--- src/s2mst_pkg.sv ---
// package for the write-channel status block: offsets, fields, states, carriers
`default_nettype none
package s2mst_pkg;
  // register byte offsets on the apb slave
  localparam logic [7:0] OFF_CTRL   = 8'h30;
  localparam logic [7:0] OFF_STATUS = 8'h34;
  localparam logic [7:0] OFF_TAIL   = 8'h40;
  localparam logic [7:0] OFF_LENGTH = 8'h58;
  localparam logic [7:0] OFF_IRQ_ST = 8'h60;
  localparam logic [7:0] OFF_IRQ_MK = 8'h64;
  // status field positions
  localparam int BIT_HALTED  = 0;
  localparam int BIT_IDLE    = 1;
  localparam int BIT_RSVD    = 2;
  localparam int BIT_SG_INCL = 3;
  localparam int BIT_INT_ERR = 4;
  // control field position
  localparam int BIT_RUN     = 0;
  // interrupt status positions
  localparam int IRQ_IDLE    = 0;
  localparam int IRQ_ERR     = 1;
  localparam int IRQ_HALT    = 2;
  localparam int IRQ_W       = 3;
  // reset values
  localparam logic [31:0] RST_CTRL   = 32'h0000_0000;
  localparam logic [31:0] RST_LENGTH = 32'h0000_0000;
  localparam logic [IRQ_W-1:0] RST_MASK = 3'h0;
  // cycles for the engine to drain after run is cleared
  localparam int DRAIN_CYC  = 4;

  typedef enum {ST_HALTED, ST_ACTIVE, ST_IDLE, ST_DRAIN} s2mst_state_e;

  // stream beat from the packet source
  typedef struct packed {
    logic        valid;
    logic        last;
    logic [15:0] bytes;
  } s2mst_beat_s;

  // events reported by the surrounding engine
  typedef struct packed {
    logic        desc_fetch;
    logic [31:0] desc_len;
    logic        sts_valid;
    logic [31:0] rx_len;
    logic        mem_err;
    logic        xfer_done;
    logic        ring_done;
    logic        busy;
  } s2mst_eng_s;
endpackage : s2mst_pkg
`default_nettype wire

--- src/s2mst_drain.sv ---
// drain timer: counts down quiet cycles before the channel may report halted
`default_nettype none
module s2mst_drain #(
  parameter int CYC = s2mst_pkg::DRAIN_CYC
) (
  input  wire logic clk,
  input  wire logic rst,
  input  wire logic start,
  input  wire logic busy,
  output var  logic done
);
  logic [7:0] cnt_q;
  logic       run_q;

  // restart whenever the engine is still busy, so halt waits for true quiet
  always_ff @(posedge clk or posedge rst) begin
    if (rst) begin
      cnt_q <= 8'h00;
      run_q <= 1'b0;
    end else if (start || (run_q && busy)) begin
      cnt_q <= 8'(CYC);
      run_q <= 1'b1;
    end else if (run_q && cnt_q != 8'h00) begin
      cnt_q <= cnt_q - 8'h01;
    end else begin
      run_q <= 1'b0;
    end
  end

  assign done = run_q && (cnt_q == 8'h00) && !busy;
endmodule : s2mst_drain
`default_nettype wire

--- src/s2mst_core.sv ---
// status logic of the stream-to-memory write channel with apb registers
//
// The placing of the registers and the APB register port were decided locally.
`default_nettype none
module s2mst_core #(
  parameter bit SG_INCLUDE = 1'b1,
  parameter bit STS_LEN_EN = 1'b1
) (
  input  wire logic                  SYS_CLK,
  input  wire logic                  RST,
  input  wire logic                  PSEL,
  input  wire logic                  PENABLE,
  input  wire logic                  PWRITE,
  input  wire logic [7:0]            PADDR,
  input  wire logic [31:0]           PWDATA,
  output var  logic [31:0]           PRDATA,
  output var  logic                  PREADY,
  output var  logic                  PSLVERR,
  input  wire s2mst_pkg::s2mst_beat_s BEAT,
  input  wire s2mst_pkg::s2mst_eng_s  ENG,
  output var  logic                  RUN_STOP,
  output var  logic                  TAIL_WRITE,
  output var  logic [31:0]           LENGTH,
  output var  logic                  IRQ
);
  logic        apb_wr;
  logic        apb_rd;
  logic        hit;
  logic        wr_ctrl;
  logic        wr_tail;
  logic        wr_len;
  logic        wr_ist;
  logic        wr_msk;
  logic        run_q;
  logic        halted_q;
  logic        idle_q;
  logic        err_q;
  logic        first_q;
  logic        tail_q;
  logic [31:0] len_q;
  logic [31:0] pkt_q;
  logic [31:0] pkt_sum;
  logic        err_ev;
  logic        drain_done;
  logic        drain_start;
  logic        halt_ev;
  logic [s2mst_pkg::IRQ_W-1:0] ist_q;
  logic [s2mst_pkg::IRQ_W-1:0] msk_q;
  logic [s2mst_pkg::IRQ_W-1:0] ev;
  logic [31:0] status;
  s2mst_pkg::s2mst_state_e st_q;

  // apb access strobes; the slave answers with zero wait states
  assign apb_wr  = PSEL && PENABLE && PWRITE;
  assign apb_rd  = PSEL && !PWRITE;
  assign PREADY  = 1'b1;
  assign PSLVERR = PSEL && PENABLE && !hit;

  // address decode; anything off the map answers with a slave error
  always_comb begin
    case (PADDR)
      s2mst_pkg::OFF_CTRL,
      s2mst_pkg::OFF_STATUS,
      s2mst_pkg::OFF_TAIL,
      s2mst_pkg::OFF_LENGTH,
      s2mst_pkg::OFF_IRQ_ST,
      s2mst_pkg::OFF_IRQ_MK: hit = 1'b1;
      default:               hit = 1'b0;
    endcase
  end

  // write strobes per register, taken in the access phase only
  assign wr_ctrl = apb_wr && (PADDR == s2mst_pkg::OFF_CTRL);
  assign wr_tail = apb_wr && (PADDR == s2mst_pkg::OFF_TAIL);
  assign wr_len  = apb_wr && (PADDR == s2mst_pkg::OFF_LENGTH);
  assign wr_ist  = apb_wr && (PADDR == s2mst_pkg::OFF_IRQ_ST);
  assign wr_msk  = apb_wr && (PADDR == s2mst_pkg::OFF_IRQ_MK);

  // running byte count of the current packet including this beat
  assign pkt_sum = pkt_q + {16'h0000, BEAT.bytes};

  // error sources, gated by build mode
  always_comb begin
    err_ev = 1'b0;
    if (SG_INCLUDE && ENG.desc_fetch && ENG.desc_len == 32'h0000_0000) begin
      err_ev = 1'b1;
    end
    if (SG_INCLUDE && STS_LEN_EN && ENG.sts_valid && ENG.rx_len != pkt_q) begin
      err_ev = 1'b1;
    end
    if (!SG_INCLUDE && ENG.mem_err) begin
      err_ev = 1'b1;
    end
    if (!SG_INCLUDE && BEAT.valid && pkt_sum > len_q) begin
      err_ev = 1'b1;
    end
  end

  // packet byte counter; held after last so the status stream can compare
  always_ff @(posedge SYS_CLK or posedge RST) begin
    if (RST) begin
      pkt_q <= 32'h0000_0000;
    end else if (ENG.sts_valid) begin
      pkt_q <= 32'h0000_0000;
    end else if (!SG_INCLUDE && BEAT.valid && BEAT.last) begin
      // no status stream in direct mode, so each packet restarts the count
      pkt_q <= 32'h0000_0000;
    end else if (BEAT.valid) begin
      pkt_q <= pkt_sum;
    end
  end

  always_ff @(posedge SYS_CLK or posedge RST) begin
    if (RST) begin
      err_q <= 1'b0;
    end else if (err_ev) begin
      err_q <= 1'b1;
    end
  end

  // run/stop: software sets it, an error forces it low and wins over the write
  always_ff @(posedge SYS_CLK or posedge RST) begin
    if (RST) begin
      run_q <= s2mst_pkg::RST_CTRL[s2mst_pkg::BIT_RUN];
    end else if (err_ev || err_q) begin
      run_q <= 1'b0;
    end else if (wr_ctrl) begin
      run_q <= PWDATA[s2mst_pkg::BIT_RUN];
    end
  end

  // tail write pulse, one cycle after the access; dropped while halted
  always_ff @(posedge SYS_CLK or posedge RST) begin
    if (RST) begin
      tail_q <= 1'b0;
    end else begin
      tail_q <= wr_tail && !halted_q && SG_INCLUDE;
    end
  end

  // length register; a halted channel ignores new lengths
  always_ff @(posedge SYS_CLK or posedge RST) begin
    if (RST) begin
      len_q <= s2mst_pkg::RST_LENGTH;
    end else if (wr_len && !halted_q) begin
      len_q <= PWDATA;
    end
  end

  // drain starts the cycle run drops while active or idle
  assign drain_start = !run_q && !halted_q && (st_q != s2mst_pkg::ST_DRAIN);

  // quiet-cycle timer that gates the halted report
  s2mst_drain #(
    .CYC (s2mst_pkg::DRAIN_CYC)
  ) u_drain (
    .clk   (SYS_CLK),
    .rst   (RST),
    .start (drain_start),
    .busy  (ENG.busy),
    .done  (drain_done)
  );

  // channel state: halted, active, idle, draining
  always_ff @(posedge SYS_CLK or posedge RST) begin
    if (RST) begin
      st_q     <= s2mst_pkg::ST_HALTED;
      halted_q <= 1'b1;
      idle_q   <= 1'b0;
      first_q  <= 1'b0;
    end else begin
      case (st_q)
        s2mst_pkg::ST_HALTED: begin
          if (run_q) begin
            st_q     <= s2mst_pkg::ST_ACTIVE;
            halted_q <= 1'b0;
          end
        end
        s2mst_pkg::ST_ACTIVE: begin
          if (!run_q) begin
            st_q   <= s2mst_pkg::ST_DRAIN;
            idle_q <= 1'b0;
          end else if (SG_INCLUDE && ENG.ring_done) begin
            st_q   <= s2mst_pkg::ST_IDLE;
            idle_q <= 1'b1;
          end else if (!SG_INCLUDE && ENG.xfer_done) begin
            st_q    <= s2mst_pkg::ST_IDLE;
            idle_q  <= 1'b1;
            first_q <= 1'b1;
          end
        end
        s2mst_pkg::ST_IDLE: begin
          if (!run_q) begin
            st_q   <= s2mst_pkg::ST_DRAIN;
            idle_q <= 1'b0;
          end else if (tail_q || (!SG_INCLUDE && wr_len)) begin
            st_q   <= s2mst_pkg::ST_ACTIVE;
            idle_q <= 1'b0;
          end
        end
        s2mst_pkg::ST_DRAIN: begin
          if (drain_done) begin
            st_q     <= s2mst_pkg::ST_HALTED;
            halted_q <= 1'b1;
          end
        end
        default: begin
          st_q <= s2mst_pkg::ST_HALTED;
        end
      endcase
    end
  end

  // status word assembly
  always_comb begin
    status = 32'h0000_0000;
    status[s2mst_pkg::BIT_HALTED]  = halted_q;
    // idle masked by halt, and in direct mode until the first transfer is done
    status[s2mst_pkg::BIT_IDLE]    = idle_q && !halted_q && (SG_INCLUDE || first_q);
    status[s2mst_pkg::BIT_RSVD]    = 1'b0;
    status[s2mst_pkg::BIT_SG_INCL] = SG_INCLUDE;
    status[s2mst_pkg::BIT_INT_ERR] = err_q;
  end

  // interrupt events: idle entry, error, halt entry
  assign halt_ev = (st_q == s2mst_pkg::ST_DRAIN) && drain_done;
  always_comb begin
    ev = '0;
    ev[s2mst_pkg::IRQ_IDLE] = (st_q == s2mst_pkg::ST_ACTIVE) && run_q &&
                              ((SG_INCLUDE && ENG.ring_done) || (!SG_INCLUDE && ENG.xfer_done));
    ev[s2mst_pkg::IRQ_ERR]  = err_ev && !err_q;
    ev[s2mst_pkg::IRQ_HALT] = halt_ev;
  end

  // sticky interrupt status; a new event wins over a write-one clear
  always_ff @(posedge SYS_CLK or posedge RST) begin
    if (RST) begin
      ist_q <= '0;
    end else if (wr_ist) begin
      ist_q <= (ist_q & ~PWDATA[s2mst_pkg::IRQ_W-1:0]) | ev;
    end else begin
      ist_q <= ist_q | ev;
    end
  end

  // interrupt mask, plain read/write
  always_ff @(posedge SYS_CLK or posedge RST) begin
    if (RST) begin
      msk_q <= s2mst_pkg::RST_MASK;
    end else if (wr_msk) begin
      msk_q <= PWDATA[s2mst_pkg::IRQ_W-1:0];
    end
  end

  // read data registered at setup so it is stable in the access phase
  always_ff @(posedge SYS_CLK or posedge RST) begin
    if (RST) begin
      PRDATA <= 32'h0000_0000;
    end else if (apb_rd && !PENABLE) begin
      case (PADDR)
        s2mst_pkg::OFF_CTRL:   PRDATA <= {31'h0000_0000, run_q};
        s2mst_pkg::OFF_STATUS: PRDATA <= status;
        s2mst_pkg::OFF_LENGTH: PRDATA <= len_q;
        s2mst_pkg::OFF_IRQ_ST: PRDATA <= {29'h0000_0000, ist_q};
        s2mst_pkg::OFF_IRQ_MK: PRDATA <= {29'h0000_0000, msk_q};
        default:               PRDATA <= 32'h0000_0000;
      endcase
    end
  end

  // outputs straight from the registers; irq is the or of the status bits enabled by the mask
  assign RUN_STOP   = run_q;
  assign TAIL_WRITE = tail_q;
  assign LENGTH     = len_q;
  assign IRQ        = |(ist_q & msk_q);
endmodule : s2mst_core
`default_nettype wire

--- config.mk ---
export PLATFORM = sky130hd
export DESIGN_NAME = s2mst_core
export DESIGN_NICKNAME = d
export VERILOG_FILES = /design/src/s2mst_pkg.sv /design/src/s2mst_drain.sv /design/src/s2mst_core.sv
export SDC_FILE = /design/constraint.sdc
export NUM_CORES = 1
export LEC_CHECK = 0
export BUFFER_PORTS_ARGS = -buffer_cell sky130_fd_sc_hd__buf_4
export CAP_MARGIN = 20
export CELL_PAD_IN_SITES_DETAIL_PLACEMENT = 0
export CELL_PAD_IN_SITES_GLOBAL_PLACEMENT = 1
export CORE_AREA = 3 3 184 96
export CTS_BUF_LIST = sky130_fd_sc_hd__clkbuf_4 sky130_fd_sc_hd__clkbuf_8
export DETAILED_ROUTE_END_ITERATION = 8
export DIE_AREA = 0 0 187 99
export GPL_TIMING_DRIVEN = 0
export HOLD_SLACK_MARGIN = 0.02
export PLACE_DENSITY = 0.82
export SYNTH_ARGS = -nofsm -noshare
export SYNTH_HDL_FRONTEND = slang
export SYNTH_SLANG_ARGS = --single-unit
--- constraint.sdc ---
create_clock -name SYS_CLK -period 4.89 [get_ports SYS_CLK]
set_input_delay 0.978 -clock SYS_CLK [delete_from_list [all_inputs] [get_ports SYS_CLK]]
set_output_delay 0.978 -clock SYS_CLK [all_outputs]
set_load 0.005 [all_outputs]
==> metrics.md, run 1 <==
| Metric | Value |
|---|---|
| Outcome | `completed` |
| Root buffer cell | `clkbuf_8` |
| Yosys warns | `0` |
| Clk_skew | `0.0120 ns` |
| Final min period | `3.28 ns` |
| Final Hold Vio Count | `0` |
| Top FF cell, synth | `dfrtp_1` |
| Layout Nets | `1028` |
| Final worst slack | `1.61 ns` |
| Port buffer count | `196` |
| Number of synthesized flops with an enable pin | `0` |
| DRC Markers | `0` |
| Post-CTS Setup Bufs | `0` |
| Critical Path End Type | `primary output` |
| Syn-to-layout area delta | `34.1%` |
| Syn Inst Count | `660` |
| Via count | `5680` |
| Cts hold-fix bufs | `0` |
| Dpl ws | `1.26 ns` |
| Avg WL per Cell | `16.6 um` |
| Total global-route track usage | `20.4%` |
| Cell breakdown of the critical path | `buf_4 > nor3b_1 > nor4b_2 > nand2b_1 > nor3b_1 > buf_4` |
| Iteration-0 DRC count of the detailed router | `236` |
| First-pass GRT wire length | `29.8 mm` |
| Total grt overflow | `0` |
| Largest net degree at the start of global routing | `77` |
| FMAX | `304 MHz` |
| RSZ-0062 raised after global routing | `no` |
| Final Max Tran Viols | `0` |
| Worst R2R Setup Slack | `1.90 ns` |
| CTS tree | `done` |
| Post-DP HPWL | `14.3 mm` |
| Die Y | `99 um` |
| # IOs | `202` |
| Crit path max fanout | `7` |
| Inserted Clock Buffers | `17` |
| Syn_area_per_cell | `9.78 um2` |
| Pwr Total | `2390 uW` |
| Synth area leader | `dfrtp_1` |
| CORE AREA | `16200 um2` |
| H-tree levels | `4` |
| # diodes | `0` |
| WS Path Type | `input pin to primary output` |
| Initial antenna violation count | `0` |
| Max-Cap Viols | `0` |
| Vias in the first global route | `5655` |
| Worst-Margin Slew | `0.711 ns` |
| Fin crit share | `67.2%` |
| Mapped Nets | `812` |
| Initial Util | `39.8%` |
| Total clock sinks | `118` |
| Drt pass-1 iters | `4` |
| Register area | `2950 um2` |
| Routability Congestion | `0.871` |
| Critical path's slowest cell | `nor4b_2` |
| Post-detailed-route count of antenna-violating nets | `0` |
| Post-Syn Area | `6450 um2` |
| Clk slew on worst S/H paths | `0.08 ns` |
| Vias/cell | `5.09` |
| Multi-input gate area | `3300 um2` |
| Die Wd | `187 um` |
| CP max stage delay | `0.57 ns` |
| Crit path DAT | `2.31 ns` |
| Share of the synthesized area in the top cell type | `45.4%` |
| Register area share after synthesis | `45.8%` |
| Num rows | `33` |
| Filler cells | `1506` |
| Skew-Pair Late Insertion Delay | `0.44 ns` |
| Seq cells post-synth | `118` |
| Clk buf depth | `2` |
| Final setup violation count | `0` |
| Layout cells sized above 1 | `33.4%` |
| Synth unique cells | `70` |
| PostCTS Resize Cnt | `0` |
| Rel. slew slack | `52.6%` |
| Die area | `18500 um2` |
| Fraction of registers with async set/reset | `100%` |
| Critical path startpoint category | `input pin` |
| Min-Delay Path Class | `flop to flop` |
| Peak VDD IR | `0.000171 V` |
| Pleak | `0.00420 uW` |
| Final wirelength | `18.6 mm` |
| Top cells by area, synth | `dfrtp_1, mux2_2, xnor2_1` |
| PD cells | `276 nW/um2` |
| TNS Setup | `0 ns` |
| CP required | `3.91 ns` |
## Yosys cell counts, drive strengths merged, types with 3 or more instances
| cell type | instances |
|---|---|
| ha | 18 |
| a211oi | 8 |
| buf | 13 |
| xor2 | 9 |
| a22o | 6 |
| inv | 15 |
| nor2 | 52 |
| nand3 | 40 |
| a31oi | 3 |
| nor4 | 10 |
| nand3b | 3 |
| nand4 | 12 |
| nor4b | 4 |
| nand2b | 9 |
| o22ai | 6 |
| xnor2 | 43 |
| a22oi | 5 |
| mux2i | 8 |
| or3 | 13 |
| dfrtp | 117 |
| mux2 | 38 |
| clkbuf | 16 |
| o21ai | 20 |
| nor3b | 4 |
| nand2 | 89 |
| nor2b | 9 |
| nor3 | 11 |
| a21o | 9 |
| and4 | 3 |
| a21oi | 30 |
| and3 | 4 |
## final timing paths
kind,from,endpoint,depth (start not counted)
max,PADDR[7],PSLVERR,6
min reg2reg,PRDATA[25],PRDATA[25],2
min,PRDATA[25],PRDATA[25],2
max reg2reg,pkt_q[0],pkt_q[26],11
min in group asynchronous,RST,u_drain.cnt_q[2],2
max in group asynchronous,RST,PRDATA[14],3
## metrics by stage
stage / area, um2 / util, % / hold slack (ns) / std cells
floorplan: 6450 / - / 0.452 / 660
global placement: 8210 / 50.6 / 0.452 / 1083
detailed placement: 8240 / 50.8 / 0.457 / 1084
CTS: 8660 / 53.3 / 0.473 / 1116
global route: 8660 / 53.3 / 0.509 / 1116
finish: 8660 / 53.3 / 0.471 / 1116
## registers in the layout, summed over array words and instances (netlist names)
name / cells
st_q: 2
RUN_STOP: 1
u_drain.cnt_q: 8
ist_q: 3
halted_q: 1
idle_q: 1
PRDATA: 32
pkt_q: 32
err_q: 1
msk_q: 3
TAIL_WRITE: 1
u_drain.run_q: 1
LENGTH: 32
## logic make-up after synthesis
group,Yosys count,share of synthesized area (%)
XOR/XNOR,52,7.06
adder cells (fa/ha/maj),19,3.80
buffers and inverters,44,3.16
other,1,0.0581
AO/OA/AOI/OAI,106,11.0
flip-flops,118,45.8
multiplexers,46,7.93
AND/OR/NAND/NOR,274,21.2
## power by group
part,internal (uW),switching [uW],total (uW),leakage [uW]
registers,998,26.7,1030,0.00157
clock network,529,420,949,0.000210
logic,200,216,415,0.00243
## layout make-up
| cell class | count | share of cell area (%) |
|---|---|---|
| Buffer | 29 | 1.71 |
| Clock buffer | 20 | 3.04 |
| Clock inverter | 12 | 1.75 |
| Inverter | 15 | 0.708 |
| Multi-Input combinational cell | 498 | 38.1 |
| Sequential cell | 118 | 34.1 |
| Tap cell | 227 | 3.28 |
| Timing Repair Buffer | 197 | 17.3 |
## per-layer routing
metal	share of wire [%]	GRT usage, %	vias up
met5	0	0	-
met4	1.1	6.15	0
met3	4.1	4.51	14
met2	48	34.2	152
met1	47	26.7	2748
li1	-	-	2766
## cells in the final DEF (no fill, tap or decap), types with 4 or more instances in the layout
cell type and n:
buf_4 201, clkbuf_1 16, xor2_1 9, o22ai_1 6
nand4_1 12, mux2i_1 8, buf_2 4, and3_1 4
or3_1 11, nand3_1 40, nor2_1 52, a21o_1 9
nor4_1 10, o21ai_0 20, xnor2_1 43, ha_1 18
nand2_1 89, a21oi_1 29, nor2b_1 9, clkinv_2 4
inv_1 14, a22o_1 6, clkbuf_8 18, a22oi_1 5
mux2_2 36, nand2b_1 9, a211oi_1 7, dfrtp_1 117
nor3_1 10
## worst max-delay path: cells and delay by family
family | cells | cell delay, ns
and+or+nand+nor | 4 | 1.07
buffers and inverters | 2 | 0.26
Note: power is estimated with default switching activity, not from simulation.
==> inputs of run 2 (changes only) <==
--- a/config.mk
+++ b/config.mk
@@ -9,13 +9,13 @@
 export CAP_MARGIN = 20
 export CELL_PAD_IN_SITES_DETAIL_PLACEMENT = 0
 export CELL_PAD_IN_SITES_GLOBAL_PLACEMENT = 1
-export CORE_AREA = 3 3 184 96
+export CORE_AREA = 3 3 194 101
 export CTS_BUF_LIST = sky130_fd_sc_hd__clkbuf_4 sky130_fd_sc_hd__clkbuf_8
 export DETAILED_ROUTE_END_ITERATION = 8
-export DIE_AREA = 0 0 187 99
+export DIE_AREA = 0 0 197 104
 export GPL_TIMING_DRIVEN = 0
 export HOLD_SLACK_MARGIN = 0.02
-export PLACE_DENSITY = 0.82
+export PLACE_DENSITY = 0.78
 export SYNTH_ARGS = -nofsm -noshare
 export SYNTH_HDL_FRONTEND = slang
 export SYNTH_SLANG_ARGS = --single-unit
==> constraint.sdc (replaced) <==
create_clock -name SYS_CLK -period 3.01 [get_ports SYS_CLK]
set_input_delay 0.602 -clock SYS_CLK [delete_from_list [all_inputs] [get_ports SYS_CLK]]
set_output_delay 0.602 -clock SYS_CLK [all_outputs]
set_load 0.005 [all_outputs]
==> metrics.md, run 2 (synthesis results as in run 1) <==
| Metric | Value |
|---|---|
| CP max stage delay | `0.37 ns (was 0.57 ns)` |
| P_sw | `1100 uW (was 662 uW)` |
| First-pass GRT wire length | `30.1 mm (was 29.8 mm)` |
| Largest net degree at the start of global routing | `44 (was 77)` |
| # diodes | `0 (unchanged)` |
| Seq pwr share | `44.6% (was 42.9%)` |
| Root buffer cell | `clkbuf_8 (unchanged)` |
| Via count | `5692 (was 5680)` |
| Port buffer count | `196 (unchanged)` |
| H-tree levels | `4 (unchanged)` |
| Final worst slack | `0.160 ns (was 1.61 ns)` |
| FMAX | `351 MHz` |
| Clk pwr share | `36.8% (was 39.7%)` |
| Min-Delay Path Class | `input pin to asynchronous set/reset pin (was flop to flop)` |
| Rel. slew slack | `52.9% (was 52.6%)` |
| Most frequent cells in the layout | `buf_4, dfrtp_1, nand2_1 (unchanged)` |
| Layout cells sized above 1 | `34.3% (was 33.4%)` |
| Crit path max fanout | `10 (was 7)` |
| Initial antenna violation count | `0 (unchanged)` |
| Clk slew on worst S/H paths | `0.08 ns (about the same)` |
| Syn-to-layout area delta | `34.9% (was 34.1%)` |
| Avg WL per Cell | `16.8 um (was 16.6 um)` |
| Num rows | `35 (was 33)` |
| Crit path DAT | `3.20 ns (was 2.31 ns)` |
| DRC Markers | `0 (unchanged)` |
| Final Max Tran Viols | `0 (unchanged)` |
| Skew-Pair Late Insertion Delay | `0.43 ns (was 0.44 ns)` |
| Max-Cap Viols | `0 (unchanged)` |
| Peak VDD IR | `0.000285 V (was 0.000171 V)` |
| Sw Share | `29.3% (was 27.7%)` |
| Final wirelength | `19.1 mm (was 18.6 mm)` |
| Critical Path End Type | `flop (was primary output)` |
| Buf+Inv Stages, Crit Path | `2 (unchanged)` |
| WHS | `0.205 ns (was 0.471 ns)` |
| Total grt overflow | `0 (unchanged)` |
| CTS tree | `done (unchanged)` |
| Vias/cell | `5.02 (was 5.09)` |
| Top delay family on crit path | `compound AO/OA/AOI/OAI gates (was simple AND/OR/NAND/NOR gates)` |
| Layout Nets | `1032 (was 1028)` |
| Clk buf depth | `2 (unchanged)` |
| Initial Util | `35.6% (was 39.8%)` |
| Fin crit share | `94.7%` |
| Post-DP HPWL | `15.0 mm (was 14.3 mm)` |
| Die area | `20500 um2 (was 18500 um2)` |
| WS Path Type | `flop to flop (was input pin to primary output)` |
| Dpl ws | `-0.224 ns (was 1.26 ns)` |
| Cell breakdown of the critical path | `ha_2 > inv_1 > fa_2 > and2b_2 > o2111ai_4 > a211oi_2 > nor3_4 > a211o_1 > buf_6 > or3_1 > a21oi_1 (was buf_4 > nor3b_1 > nor4b_2 > nand2b_1 > nor3b_1 > buf_4)` |
| Critical path startpoint category | `flop (was input pin)` |
| Iteration-0 DRC count of the detailed router | `252 (was 236)` |
| Comb power frac | `18.6% (was 17.4%)` |
| Vias in the first global route | `5621 (was 5655)` |
| Final Hold Vio Count | `0 (unchanged)` |
| Finished Layout Cells | `1133 (was 1116)` |
| Final setup violation count | `0 (unchanged)` |
| Clk_skew | `0.0118 ns (was 0.0120 ns)` |
| Total global-route track usage | `18.5% (was 20.4%)` |
| Drt pass-1 iters | `4 (unchanged)` |
| Final min period | `2.85 ns` |
| Dpl cells | `1099 (was 1084)` |
| Cts hold-fix bufs | `0 (unchanged)` |
| Critical path's slowest cell | `dfrtp_1 (was nor4b_2)` |
| CORE AREA | `18100 um2 (was 16200 um2)` |
| # IOs | `202 (unchanged)` |
| CP required | `3.36 ns (was 3.91 ns)` |
| Worst-Margin Slew | `0.707 ns (was 0.711 ns)` |
| Routability Congestion | `0.856 (was 0.871)` |
| Post-detailed-route count of antenna-violating nets | `0 (unchanged)` |
| Commonest non-fill, non-tap cell in the layout | `buf_4 (unchanged)` |
| Die Y | `104 um (was 99 um)` |
| Inserted Clock Buffers | `17 (unchanged)` |
| Outcome | `completed (unchanged)` |
| Total clock sinks | `118 (unchanged)` |
| Int Pwr | `2650 uW (was 1730 uW)` |
| Pleak | `0.00420 uW (about the same)` |
| PD cells | `430 nW/um2 (was 276 nW/um2)` |
| Pwr Total | `3740 uW (was 2390 uW)` |
| Die Wd | `197 um (was 187 um)` |
[run 2: path summary, 6_finish.rpt]
kind	cells after the start	start	slack (ns)	endpoint
max	11	pkt_q[0]	0.16	pkt_q[20]
min	2	RST	0.20	LENGTH[27]
max reg2reg	11	pkt_q[0]	0.16	pkt_q[20]
min reg2reg	2	PRDATA[29]	0.47	PRDATA[29]
max in group asynchronous	4	RST	2.05	pkt_q[19]
min in group SYS_CLK	2	PWDATA[27]	0.39	LENGTH[27]
[run 2: what timing repair did]
action,4_1_cts,5_1_grt
setup endpoints to repair,0,5
resized for setup,0,7
setup buffers,0,2
[run 2: area by class of cell]
class / count / area [um2]
timing repair buffer: 201 / 1550
clock buffer: 20 / 263
tap: 240 / 300
buffer: 29 / 148
clock inverter: 12 / 104
sequential: 118 / 2950
fill: 1725 / 9420
multi-input combinational: 498 / 3330
inverter: 15 / 60.1
[run 2: power by group through the flow]
stage                     clock network, uW  registers (uW)  logic, uW
final                                  1380            1670        696
after global routing                   1500            1670        776
after detailed placement                  0            1700        681
after CTS                              1420            1670        685
after global placement                    0            1700        661
after floorplan                           0            1680        416
[run 2: layer usage]
| metal | vias up | global-route usage (%) | part of all wire (%) |
|---|---|---|---|
| met5 | - | 0 | 0 |
| met3 | 20 | 3.95 | 4.8 |
| met2 | 137 | 30.7 | 48 |
| met1 | 2753 | 24.7 | 46 |
| met4 | 0 | 4.47 | 1.3 |
| li1 | 2782 | - | - |
[run 2: metrics by stage]
| stage | instance area (um2) | util, % | TNS [ns] |
|---|---|---|---|
| floorplan | 6460 | - | 0 |
| global placement | 8230 | 45.4 | -0.625 |
| detailed placement | 8290 | 45.7 | -0.852 |
| CTS | 8660 | 47.7 | 0 |
| global route | 8710 | 48.0 | -0.0165 |
| finish | 8710 | 48.0 | 0 |
==> inputs of run 3 (changes only) <==
--- a/config.mk
+++ b/config.mk
@@ -7,7 +7,7 @@
 export LEC_CHECK = 0
 export BUFFER_PORTS_ARGS = -buffer_cell sky130_fd_sc_hd__buf_4
 export CAP_MARGIN = 20
-export CELL_PAD_IN_SITES_DETAIL_PLACEMENT = 0
+export CELL_PAD_IN_SITES_DETAIL_PLACEMENT = 1
 export CELL_PAD_IN_SITES_GLOBAL_PLACEMENT = 1
 export CORE_AREA = 3 3 194 101
 export CTS_BUF_LIST = sky130_fd_sc_hd__clkbuf_4 sky130_fd_sc_hd__clkbuf_8
==> metrics.md, run 3 (synthesis results as in run 1) <==
| Metric | Value |
|---|---|
| Outcome | `completed (unchanged)` |
| Peak VDD IR | `0.000299 V (was 0.000285 V)` |
| Commonest non-fill, non-tap cell in the layout | `buf_4 (unchanged)` |
| Clk buf depth | `2 (unchanged)` |
| Final min period | `2.84 ns (was 2.85 ns)` |
| Iteration-0 DRC count of the detailed router | `289 (was 252)` |
| Worst-Margin Slew | `0.706 ns (was 0.707 ns)` |
| Crit path DAT | `3.17 ns (was 3.20 ns)` |
| Min-Delay Path Class | `input pin to asynchronous set/reset pin (unchanged)` |
| Final Hold Vio Count | `0 (unchanged)` |
| # IOs | `202 (unchanged)` |
| Pleak | `0.00424 uW (was 0.00420 uW)` |
| CORE AREA | `18100 um2 (unchanged)` |
| Die Y | `104 um (unchanged)` |
| Port buffer count | `196 (unchanged)` |
| FMAX | `352 MHz (was 351 MHz)` |
| Num rows | `35 (unchanged)` |
| Initial Util | `35.6% (unchanged)` |
| Inserted Clock Buffers | `17 (unchanged)` |
| Crit path max fanout | `10 (unchanged)` |
| H-tree levels | `4 (unchanged)` |
| Vias/cell | `5.21 (was 5.02)` |
| Pwr Total | `4130 uW (was 3740 uW)` |
| Die Wd | `197 um (unchanged)` |
| Final wirelength | `21.6 mm (was 19.1 mm)` |
| Most frequent cells in the layout | `buf_4, dfrtp_1, nand2_1 (unchanged)` |
| Routability Congestion | `0.856 (unchanged)` |
| Cts hold-fix bufs | `0 (unchanged)` |
| Via count | `5900 (was 5692)` |
| DRC Markers | `0 (unchanged)` |
| RSZ-0062 raised after global routing | `no` |
| Fin util | `48.5% (was 48.0%)` |
| Die area | `20500 um2 (unchanged)` |
| Critical path startpoint category | `flop (unchanged)` |
| WS Path Type | `flop to flop (unchanged)` |
| First-pass GRT wire length | `34.2 mm (was 30.1 mm)` |
| Register area | `2960 um2 (was 2950 um2)` |
| Final Max Tran Viols | `0 (unchanged)` |
| Clk_skew | `0.0152 ns (was 0.0118 ns)` |
| Drt pass-1 iters | `5 (was 4)` |
| Cell breakdown of the critical path | `ha_1 > inv_1 > fa_1 > and2b_2 > o2111ai_4 > a211oi_2 > nor3_2 > a211o_1 > buf_6 > nor3_2 > mux2_2 (was ha_2 > inv_1 > fa_2 > and2b_2 > o2111ai_4 > a211oi_2 > nor3_4 > a211o_1 > buf_6 > or3_1 > a21oi_1)` |
| Avg WL per Cell | `19.1 um (was 16.8 um)` |
| Largest net degree at the start of global routing | `44 (unchanged)` |
| Post-detailed-route count of antenna-violating nets | `0 (unchanged)` |
| Initial antenna violation count | `0 (unchanged)` |
| Root buffer cell | `clkbuf_8 (unchanged)` |
| Max-Cap Viols | `0 (unchanged)` |
| Total clock sinks | `118 (unchanged)` |
| Final setup violation count | `0 (unchanged)` |
| Clk slew on worst S/H paths | `0.08 ns (about the same)` |
| PD cells | `470 nW/um2 (was 430 nW/um2)` |
| Critical Path End Type | `flop (unchanged)` |
| CP max stage delay | `0.38 ns (was 0.37 ns)` |
| # diodes | `0 (unchanged)` |
| Total grt overflow | `0 (unchanged)` |
| Total global-route track usage | `21.0% (was 18.5%)` |
| CP required | `3.34 ns (was 3.36 ns)` |
| Multi-input gate area | `3320 um2 (was 3330 um2)` |
| Critical path's slowest cell | `fa_1 (was dfrtp_1)` |
| Fin crit share | `94.4% (was 94.7%)` |
| Filler cells | `2130 (was 1725)` |
| Layout Nets | `1031 (was 1032)` |
| Post-DP HPWL | `16.7 mm (was 15.0 mm)` |
| Rel. slew slack | `52.9% (about the same)` |
| Skew-Pair Late Insertion Delay | `0.44 ns (was 0.43 ns)` |
| Vias in the first global route | `6279 (was 5621)` |
| Layout cells sized above 1 | `34.1% (was 34.3%)` |
| CTS tree | `done (unchanged)` |
| Crit-path most repeated cell | `nor3_2` |
| Syn-to-layout area delta | `36.3% (was 34.9%)` |
## run 3: cell types whose count changed in the layout (fill, tap and decap cells not counted), sizes merged
cell      before  now
bufinv         1    5
clkinv         6    2
inv           16   18
buf          214  213
clkbuf        36   35
clkinvlp       4    3
## run 3: path summary, 6_finish.rpt
check	startpoint	end	slack, ns	cells past startpoint
hold reg to reg	PRDATA[30]	PRDATA[30]	0.48	2
setup reg to reg	pkt_q[0]	pkt_q[26]	0.17	11
setup / recovery	pkt_q[0]	pkt_q[26]	0.17	11
min in group SYS_CLK	PWDATA[3]	LENGTH[3]	0.40	2
hold / removal	RST	LENGTH[26]	0.21	2
max in group asynchronous	RST	pkt_q[13]	2.04	4
## run 3: cell type report
type                    count  area share, %
plain buffers              29           1.68
clock inverters            13           2.48
well taps                 240           3.41
clock buffers              19           2.90
multi-input cells         498           37.7
repair buffers            200           17.5
flip-flops and latches    118           33.6
inverters                  15          0.683
## run 3: metal layers
| metal | routed length, um | global-route usage [%] | up-vias | share of wire [%] |
|---|---|---|---|---|
| li1 | - | - | 2785 | - |
| met3 | 877 | 3.92 | 23 | 4.1 |
| met4 | 356 | 5.28 | 0 | 1.6 |
| met2 | 10900 | 36.6 | 141 | 51 |
| met5 | 0 | 0 | - | 0 |
| met1 | 9440 | 26.9 | 2951 | 44 |
## run 3: per-stage QoR
stage	hold WS [ns]	setup WS (ns)	cells	TNS [ns]	cell area (um2)
floorplan	0.452	0.170	660	0	6460
global placement	0.454	-0.195	1096	-0.625	8230
detailed placement	0.457	-0.247	1099	-0.974	8290
CTS	0.197	0.0818	1132	0	8780
global route	0.214	0.00928	1132	0	8790
finish	0.207	0.168	1132	0	8790
## run 3: critical path, delay by kind of cell, from the launching register on
family	cells	cell delay [ns]
mux	1	0.35
fa+ha+maj	2	0.56
simple gates	3	0.53
flops	1	0.35
compound gates	3	0.73
buf+inv	2	0.21
## run 3: what timing repair did
item | in CTS | in global routing
resized for setup | 1 | 4
setup buffers | 1 | 0
setup endpoints to repair | 1 | 3
hold endpoints to repair | 0 | 0
pin swaps | 0 | 1
## run 3: report_power, final
part	total [uW]	leakage [uW]	internal [uW]	switching [uW]
Sequential	1670	0.00156	1620	47.3
Clock	1750	0.000231	1030	724
Combinational	709	0.00244	332	377
